`src/hw/csl_pkg.sv`:
```
// Constants, state types and helpers shared by the status indicator sequencer.
// Assumes a single 100 MHz system clock and a synchronous active-high reset.
//
// What this block does
// - No network, configuration loaded: power on, error off, ready blinks, bus-active off.
// - No network, backplane fault or load failure: error on, ready and bus-active off.
// - Network without master: bus-active blinks only if another node is active, address unique.
// - Bad address, duplicate address or bad rate: error on, ready and bus-active off.
// - Network, no master, load failure: error on, ready blinks, bus-active blinks only if another node is active.
// - Load failure with master: error on, ready blinks, bus-active on, self-reset after 30 s.
// - Bus-active stays on while a master connection exists, unless configuration mode is selected, the address is bad or a module failure is shown.
// - Normal operation with master: power, ready and bus-active on, error off.
// - Backplane error with master: error on, ready off, bus-active on.
// - Backplane error with master: self-reset once 30 s have elapsed.
// - Module failure with master: only error and power for 1 s, then reset and restart.
// - Restart after size change with failed load: error on, ready blinks, bus-active on.
// - Restart after size change with modules connected: error off, ready and bus-active on.
// - Connection timer expiry with master: error and ready blink, bus-active on, I/O zeroed.
// - Selector 0 to 63 selects network mode and is the node address.
// - Selector 90 to 92 selects configuration mode instead.

package csl_pkg;

   // ****************************************************************
   // Timing
   // ****************************************************************
   localparam logic [63:0] CSL_CLK_HZ         = 64'h0000_0000_05f5_e100; // 100 MHz
   localparam logic [63:0] CSL_BLINK_HALF_MS  = 64'h0000_0000_0000_01f4; // 500 ms
   localparam logic [63:0] CSL_SELF_RESET_S   = 64'h0000_0000_0000_001e; // 30 s
   localparam logic [63:0] CSL_MOD_ERR_S      = 64'h0000_0000_0000_0001; // 1 s
   localparam logic [63:0] CSL_MS_PER_S       = 64'h0000_0000_0000_03e8;
   localparam logic [31:0] CSL_BLINK_HALF_CYC = 32'(CSL_BLINK_HALF_MS * CSL_CLK_HZ / CSL_MS_PER_S);
   localparam logic [31:0] CSL_SELF_RESET_CYC = 32'(CSL_SELF_RESET_S * CSL_CLK_HZ);
   localparam logic [31:0] CSL_MOD_ERR_CYC    = 32'(CSL_MOD_ERR_S * CSL_CLK_HZ);

   // ****************************************************************
   // Address selector ranges
   // ****************************************************************
   localparam logic [6:0] CSL_NODE_MIN = 7'h00; // 0
   localparam logic [6:0] CSL_NODE_MAX = 7'h3f; // 63
   localparam logic [6:0] CSL_CFG_MIN  = 7'h5a; // 90
   localparam logic [6:0] CSL_CFG_MAX  = 7'h5c; // 92

   // ****************************************************************
   // Types
   // ****************************************************************
   typedef enum logic {CSL_ST_RUN, CSL_ST_MODFAIL} csl_state_e;

   typedef struct packed {
      csl_state_e  st;
      logic [31:0] tmr;
      logic        pwr;
      logic        err;
      logic        rdy;
      logic        bact;
      logic        srst;
      logic        ioz;
      logic        cfgm;
      logic [5:0]  addr;
      logic [31:0] tf_len;
      logic [31:0] mf_len;
   } csl_top_s;

   typedef struct packed {
      logic [31:0] cnt;
      logic        phase;
   } csl_blink_s;

   localparam csl_top_s   CSL_TOP_RST   = '0;
   localparam csl_blink_s CSL_BLINK_RST = '0;

   // Inclusive range test on the selector, used for both modes
   function automatic logic csl_in_range(input logic [6:0] v, input logic [6:0] lo, input logic [6:0] hi);
      return (v >= lo) && (v <= hi);
   endfunction

endpackage

```
`src/hw/csl_blink.sv`:
```
// Common blink phase generator for all blinking indicators.
// Assumes one clock; the phase toggles every HALF_CYC cycles from reset.
`timescale 1ns/10ps

module csl_blink
   import csl_pkg::*;
#(
   parameter logic [31:0] HALF_CYC = CSL_BLINK_HALF_CYC
)(
   input  wire logic clk_i,
   input  wire logic srst_i,
   output logic      phase_o
);

   csl_blink_s q;
   csl_blink_s d;

   // ****************************************************************
   // Phase counter
   // ****************************************************************
   // one half of the blink period
   always_comb begin
      d = q;
      if (q.cnt >= HALF_CYC - 32'h1) begin
         d.cnt   = '0;
         d.phase = ~q.phase;
      end else begin
         d.cnt = q.cnt + 32'h1;
      end
   end

   // Registered state
   always_ff @(posedge clk_i) begin
      if (srst_i) begin
         q <= CSL_BLINK_RST;
      end else begin
         q <= d;
      end
   end

   assign phase_o = q.phase;
endmodule

```
`src/hw/csl_top.sv`:
```
// Status indicator sequencer of the fieldbus coupler: power, error, ready and bus-active.
// Assumes all status inputs are synchronous levels from the protocol engine and backplane
// controller; MOD_FAIL_I is sampled only in the run state. SELF_RST_O is a one-cycle restart request.
`timescale 1ns/10ps

module csl_top
   import csl_pkg::*;
#(
   parameter logic [31:0] BLINK_HALF_CYC = CSL_BLINK_HALF_CYC,
   parameter logic [31:0] SELF_RESET_CYC = CSL_SELF_RESET_CYC,
   parameter logic [31:0] MOD_ERR_CYC    = CSL_MOD_ERR_CYC
)(
   input  wire logic       CLK_I,
   input  wire logic       SRST_I,
   input  wire logic [6:0] ADDR_SEL_I,
   input  wire logic       RATE_OK_I,
   input  wire logic       ADDR_DUP_I,
   input  wire logic       NET_PRESENT_I,
   input  wire logic       NODE_ACTIVE_I,
   input  wire logic       MASTER_CONN_I,
   input  wire logic       CFG_DONE_I,
   input  wire logic       CFG_OK_I,
   input  wire logic       BP_FAULT_I,
   input  wire logic       MOD_FAIL_I,
   input  wire logic       IO_TMO_I,
   output logic            POWER_INDICATOR_O,
   output logic            ERROR_INDICATOR_O,
   output logic            READY_IND_O,
   output logic            BUSACT_IND_O,
   output logic            SELF_RST_O,
   output logic            IO_ZERO_O,
   output logic            CFG_MODE_O,
   output logic [5:0]      NODE_ADDR_O
);

   csl_top_s q;
   csl_top_s d;
   logic     bl;
   logic     cfg_mode;
   logic     node_ok;
   logic     addr_bad;
   logic     cfg_fail;
   logic     cfg_good;
   logic     master;
   logic     run;
   logic     timed_fault;
   logic     mod_go;

   // ****************************************************************
   // Blink source
   // ****************************************************************
   // shared period
   csl_blink #(
      .HALF_CYC (BLINK_HALF_CYC)
   ) u_blink (
      .clk_i   (CLK_I),
      .srst_i  (SRST_I),
      .phase_o (bl)
   );

   // ****************************************************************
   // Condition decode
   // ****************************************************************
   // Decoded conditions, shared by the next-state logic and the checks
   always_comb begin
      cfg_mode = csl_in_range(ADDR_SEL_I, CSL_CFG_MIN, CSL_CFG_MAX);
      node_ok  = csl_in_range(ADDR_SEL_I, CSL_NODE_MIN, CSL_NODE_MAX);
      addr_bad = !cfg_mode && (!node_ok || ADDR_DUP_I || !RATE_OK_I);
      cfg_fail = CFG_DONE_I && !CFG_OK_I;
      cfg_good = CFG_DONE_I && CFG_OK_I;
      master   = NET_PRESENT_I && MASTER_CONN_I;
      run      = (q.st == CSL_ST_RUN);
      // faults that end in a timed restart
      timed_fault = run && !cfg_mode && !addr_bad && master && !IO_TMO_I && (BP_FAULT_I || cfg_fail);
      mod_go   = run && MOD_FAIL_I && master && !cfg_mode && !addr_bad;
   end

   // ****************************************************************
   // Next state and indicator patterns
   // ****************************************************************
   // Outputs are computed for the next cycle so every port leaves a flip-flop
   always_comb begin
      d      = q;
      d.pwr  = 1'b1;
      d.srst = 1'b0;
      d.ioz  = 1'b0;
      d.err  = 1'b0;
      d.rdy  = 1'b0;
      d.bact = 1'b0;
      d.cfgm = cfg_mode;
      if (node_ok) begin
         d.addr = ADDR_SEL_I[5:0];
      end
      case (q.st)
         CSL_ST_RUN: begin
            if (mod_go) begin
               d.st  = CSL_ST_MODFAIL;
               d.tmr = '0;
               d.err = 1'b1;
            end else if (cfg_mode) begin
               // Configuration mode lamps: keep only power lit; error, ready and bus-active off
               d.tmr = '0;
            end else if (addr_bad) begin
               d.err = 1'b1;
               d.tmr = '0;
            end else if (!NET_PRESENT_I) begin
               d.tmr = '0;
               if (BP_FAULT_I || cfg_fail) begin
                  d.err = 1'b1;
               end else if (cfg_good) begin
                  d.rdy = bl;
               end
            end else if (master) begin
               d.bact = 1'b1;
               if (IO_TMO_I) begin
                  // timer expiry, inputs and outputs forced to zero
                  d.err = bl;
                  d.rdy = bl;
                  d.ioz = 1'b1;
               end else if (BP_FAULT_I) begin
                  d.err = 1'b1;
               end else if (cfg_fail) begin
                  d.err = 1'b1;
                  d.rdy = bl;
               end else if (cfg_good) begin
                  d.rdy = 1'b1;
               end
               // restart after the fault has held for the full wait
               if (timed_fault) begin
                  if (q.tmr >= SELF_RESET_CYC - 32'h1) begin
                     d.tmr  = '0;
                     d.srst = 1'b1;
                  end else begin
                     d.tmr = q.tmr + 32'h1;
                  end
               end else begin
                  d.tmr = '0;
               end
            end else begin
               // Network without master
               d.tmr = '0;
               if (BP_FAULT_I) begin
                  d.err = 1'b1;
               end else begin
                  // load failure still lets ready blink
                  d.err  = cfg_fail;
                  d.rdy  = CFG_DONE_I ? bl : 1'b0;
                  // needs a peer; uniqueness is covered by the address check
                  d.bact = NODE_ACTIVE_I ? bl : 1'b0;
               end
            end
         end
         CSL_ST_MODFAIL: begin
            // hold the error pattern, then request the restart
            d.err = 1'b1;
            if (q.tmr >= MOD_ERR_CYC - 32'h1) begin
               d.st   = CSL_ST_RUN;
               d.tmr  = '0;
               d.srst = 1'b1;
               d.err  = 1'b0;
            end else begin
               d.tmr = q.tmr + 32'h1;
            end
         end
         default: begin
            d.st  = CSL_ST_RUN;
            d.tmr = '0;
         end
      endcase
      // Check helpers: independent counts of fault and failure hold times
      if (q.srst || !timed_fault) begin
         d.tf_len = {31'h0, timed_fault};
      end else begin
         d.tf_len = q.tf_len + 32'h1;
      end
      if (q.st == CSL_ST_MODFAIL) begin
         d.mf_len = q.mf_len + 32'h1;
      end else begin
         d.mf_len = '0;
      end
   end

   // ****************************************************************
   // State register
   // ****************************************************************
   // Synchronous reset to constants only
   always_ff @(posedge CLK_I) begin
      if (SRST_I) begin
         q <= CSL_TOP_RST;
      end else begin
         q <= d;
      end
   end

   // Ports driven straight from the state register
   assign POWER_INDICATOR_O = q.pwr;
   assign ERROR_INDICATOR_O = q.err;
   assign READY_IND_O       = q.rdy;
   assign BUSACT_IND_O      = q.bact;
   assign SELF_RST_O        = q.srst;
   assign IO_ZERO_O         = q.ioz;
   assign CFG_MODE_O        = q.cfgm;
   assign NODE_ADDR_O       = q.addr;
endmodule

```
`config.mk`:
```
export PLATFORM = sky130hd
export DESIGN_NAME = csl_top
export DESIGN_NICKNAME = d
export VERILOG_FILES = /design/src/hw/csl_pkg.sv /design/src/hw/csl_blink.sv /design/src/hw/csl_top.sv
export SDC_FILE = /design/constraint.sdc
export NUM_CORES = 1
export LEC_CHECK = 0
export BUFFER_PORTS_ARGS = -buffer_cell sky130_fd_sc_hd__buf_2
export CAP_MARGIN = 20
export CORE_MARGIN = 3
export CORE_UTILIZATION = 50
export CTS_CLUSTER_SIZE = 40
export DETAILED_ROUTE_END_ITERATION = 16
export GPL_TIMING_DRIVEN = 0
export PLACE_DENSITY_LB_ADDON = 0.25
export SLEW_MARGIN = 30
export SYNTH_ARGS = -nofsm -noshare
export SYNTH_HDL_FRONTEND = slang
export SYNTH_SLANG_ARGS = --single-unit
```
`constraint.sdc`:
```
create_clock -name CLK_I -period 6.3 [get_ports CLK_I]
set_input_delay 1.26 -clock CLK_I [delete_from_list [all_inputs] [get_ports CLK_I]]
set_output_delay 1.26 -clock CLK_I [all_outputs]
set_load 0.005 [all_outputs]
```
==> summary.txt <==
Run status
  – Status: finished clean

Pwr
  – Leakage Power: 1.53 nW
  – Power Dens Cells: 221 nW/µm²
  – Peak supply drop: between 0.0001 and 0.00015 V
  – Total power draw: 0.000943 W

Synth
  – Mux share of post-synthesis cell area: 0.0159
  – Seq/Total Area, Yosys: 0.420
  – Post-synth EDFFs: 0
  – Syn Area/Cell: 9.12 µm²
  – Largest family of logic cells by synthesized area: simple AND/OR/NAND/NOR gates
  – Post-synthesis xor/xnor area fraction: 0.123
  – Synth warn: 0
  – Count of state elements after synthesis: between 70 and 80
  – Synth Instances: 413
  – Synth async-reset ratio: 0
  – Post-synth cell types: 48
  – Post-synth top area share: 0.420
  – Compound-Gate Fraction of Synth Area: 0.123
  – Post-Synth Adder-Cell Area: 0.00664
  – Dominant synthesized flop cell: dfxtp_1
  – Yosys top cell by area: dfxtp_1
  – Post-Synth Simple-Gate Area: 0.260
  – Synth area leaders: dfxtp_1 (42%), xor2_1 (8.4%), a21oi_2 (7.0%), nor2_1 (4.9%), xnor2_1 (4.0%)
  – Post-Syn Area: 3770 µm²

Routing
  – Wire per inst: approximately 13 µm
  – DRT Pass-1 Iters: 4
  – DRT antenna net count: 0
  – Total number of vias: just under 3000
  – Drt total wl: ~7100 µm
  – Vias per cell: between 5 and 6
  – Drt initial violations: 102
  – Post-route DRC: 0

CTS
  – CTS clk-pin slew, worst paths: around 0.08 ns
  – CTS resizes: 0
  – CTS root buffer: clkbuf_8
  – # hold bufs at CTS: 0
  – CTS tree: done
  – Skew-Pair Late Insertion Delay: between 0.3 and 0.4 ns
  – TritonCTS Buffers: 9
  – CTS Sinks: 79
  – Post-CTS Setup Inserts: 0
  – CTS Buffer Depth: 2
  – H-tree depth: 3

Setup path
  – R2R cell count: 8
  – CP arrival: 3.38 ns
  – Crit-path most repeated cell: or4_1
  – Worst EP required: 6.57 ns
  – CP startpoint kind: primary input
  – Maximum fanout along the worst path: 10
  – Crit path max-delay cell type: or4_1
  – Setup crit end kind: flip-flop
  – CP cell instances: buf_2 > nor3b_1 > nand2b_1 > or4_1 > or4_1 > buf_6 > buf_12 > a21oi_2
  – Slowest cell delay on critical path: between 0.5 and 0.6 ns
  – Critical path class: in -> reg

STA
  – Worst rel slew slack: 0.446
  – Slew @ Worst Pin: between 0.8 and 0.9 ns
  – Final hold vios: 0
  – Final worst slack: roughly 3.2 ns
  – RSZ-0062 raised after global routing: false
  – F_max: between 300 and 400 MHz
  – Fin. max-slew vios: 0
  – Layout Skew: about 0.0095 ns
  – Min Clock Period, post-route: between 3 and 4 ns
  – Setup TNS: 0 ns
  – WHS: 0.472 ns
  – Final setup vio count: 0
  – Final period util: 0.493

Layout
  – Fraction of final layout cells sized beyond drive strength 1: 0.196
  – Most frequent cells in the layout: dfxtp_1 (79), nor2_1 (49), xor2_1 (36)
  – Area delta synth->final: 13.4%
  – Inserted Diodes: 0
  – NumNets Final: 480
  – Commonest non-fill, non-tap cell in the layout: dfxtp_1

Floorplanning
  – Placeable core region: 7290 µm²
  – DIE HEIGHT: 92.8 µm
  – Die ar.: 8610 µm²
  – IO Pins: 32
  – Starting Density: 0.516
  – Die Wd: 92.8 µm
  – FP Rows: 31

Place
  – HPWL Detailed: just over 5000 µm
  – DP Worst Slack: 2.87 ns
  – Gpl congestion: 0.902
  – PortBufs: 30

Global routing
  – Initial antenna violation count: 0
  – Largest net degree at the start of global routing: 15
  – Global Route Usage Sum: 0.178
  – Global-route wire length before repair: roughly 13000 µm
  – GRT overflow: 0
  – Vias in the first global route: approximately 2800

Worst hold path
  – Hold depth: 1
  – Min-delay worst type: reg -> reg

Job
  – Max-cap viol count: 0
==> through the flow <==
step	cells	util	cell area [µm²]
after floorplan	418	-	3780
after global placement	547	0.557	4060
after detailed placement	547	0.557	4070
after CTS	563	0.586	4270
after global routing	563	0.586	4270
final	563	0.586	4270
==> registers in the layout, summed over array words and instances (netlist names) <==
signal,cells
SELF_RST_O,1
ERROR_INDICATOR_O,1
IO_ZERO_O,1
u_blink.phase_o,1
POWER_INDICATOR_O,1
READY_IND_O,1
q,33
BUSACT_IND_O,1
CFG_MODE_O,1
u_blink.q,32
NODE_ADDR_O,6
==> path summary, 6_finish.rpt <==
kind	startpoint	endpoint	slack [ns]
min	u_blink.q[1]	u_blink.q[1]	0.47
max reg2reg	u_blink.q[1]	u_blink.q[7]	3.90
min reg2reg	u_blink.q[1]	u_blink.q[1]	0.47
max	ADDR_SEL_I[6]	q[97]	3.20
==> cells by family after synthesis <==
logic type / after synthesis
fa+ha+maj: 2
compound gates: 61
xor+xnor: 53
buf+inv: 29
flops: 79
simple gates: 182
mux: 6
other cells: 1
==> layer usage <==
layer | part of all wire | global-route usage
met1 | 0.47 | 0.232
met2 | 0.47 | 0.284
met3 | 0.043 | 0.0439
met4 | 0.017 | 0.0684
met5 | 0 | 0
==> where the power goes <==
group	switching (W)	internal [W]
sequential	0.00000502	0.000507
combinational	0.0000298	0.0000213
clock	0.000183	0.000196
total	0.000218	0.000724
==> Yosys cell counts (3+ instances only) <==
| cell type | count |
|---|---|
| nor3b_1 | 3 |
| dfxtp_1 | 79 |
| nor4_1 | 4 |
| and2_1 | 7 |
| or3_1 | 4 |
| xor2_1 | 36 |
| nand2b_1 | 3 |
| nand4_1 | 22 |
| and4_1 | 3 |
| buf_4 | 6 |
| inv_1 | 6 |
| nor3_1 | 12 |
| a21oi_2 | 30 |
| o21ai_0 | 3 |
| nor2_1 | 49 |
| nor4b_1 | 4 |
| nand2_1 | 17 |
| nand3_1 | 27 |
| and3_1 | 12 |
| or4_1 | 5 |
| xnor2_1 | 17 |
| clkbuf_1 | 12 |
| mux2i_1 | 6 |
| buf_12 | 3 |
| a21oi_1 | 14 |
==> cell type report <==
class                           count  area, µm²
Timing Repair Buffer               30        150
Fill cell                         686       3020
Clock buffer                       10        138
Clock inverter                      6       68.8
Multi-Input combinational cell    310       2020
Sequential cell                    79       1580
Inverter                            6       22.5
Buffer                             23        166
Tap cell                           99        124
==> critical path, delay by kind of cell <==
kind,cells,cell delay (ns)
and+or+nand+nor,4,1.50
buffers and inverters,3,0.49
AOI/OAI and AO/OA,1,0.13
No activity file was read; power rests on OpenSTA's default activity.
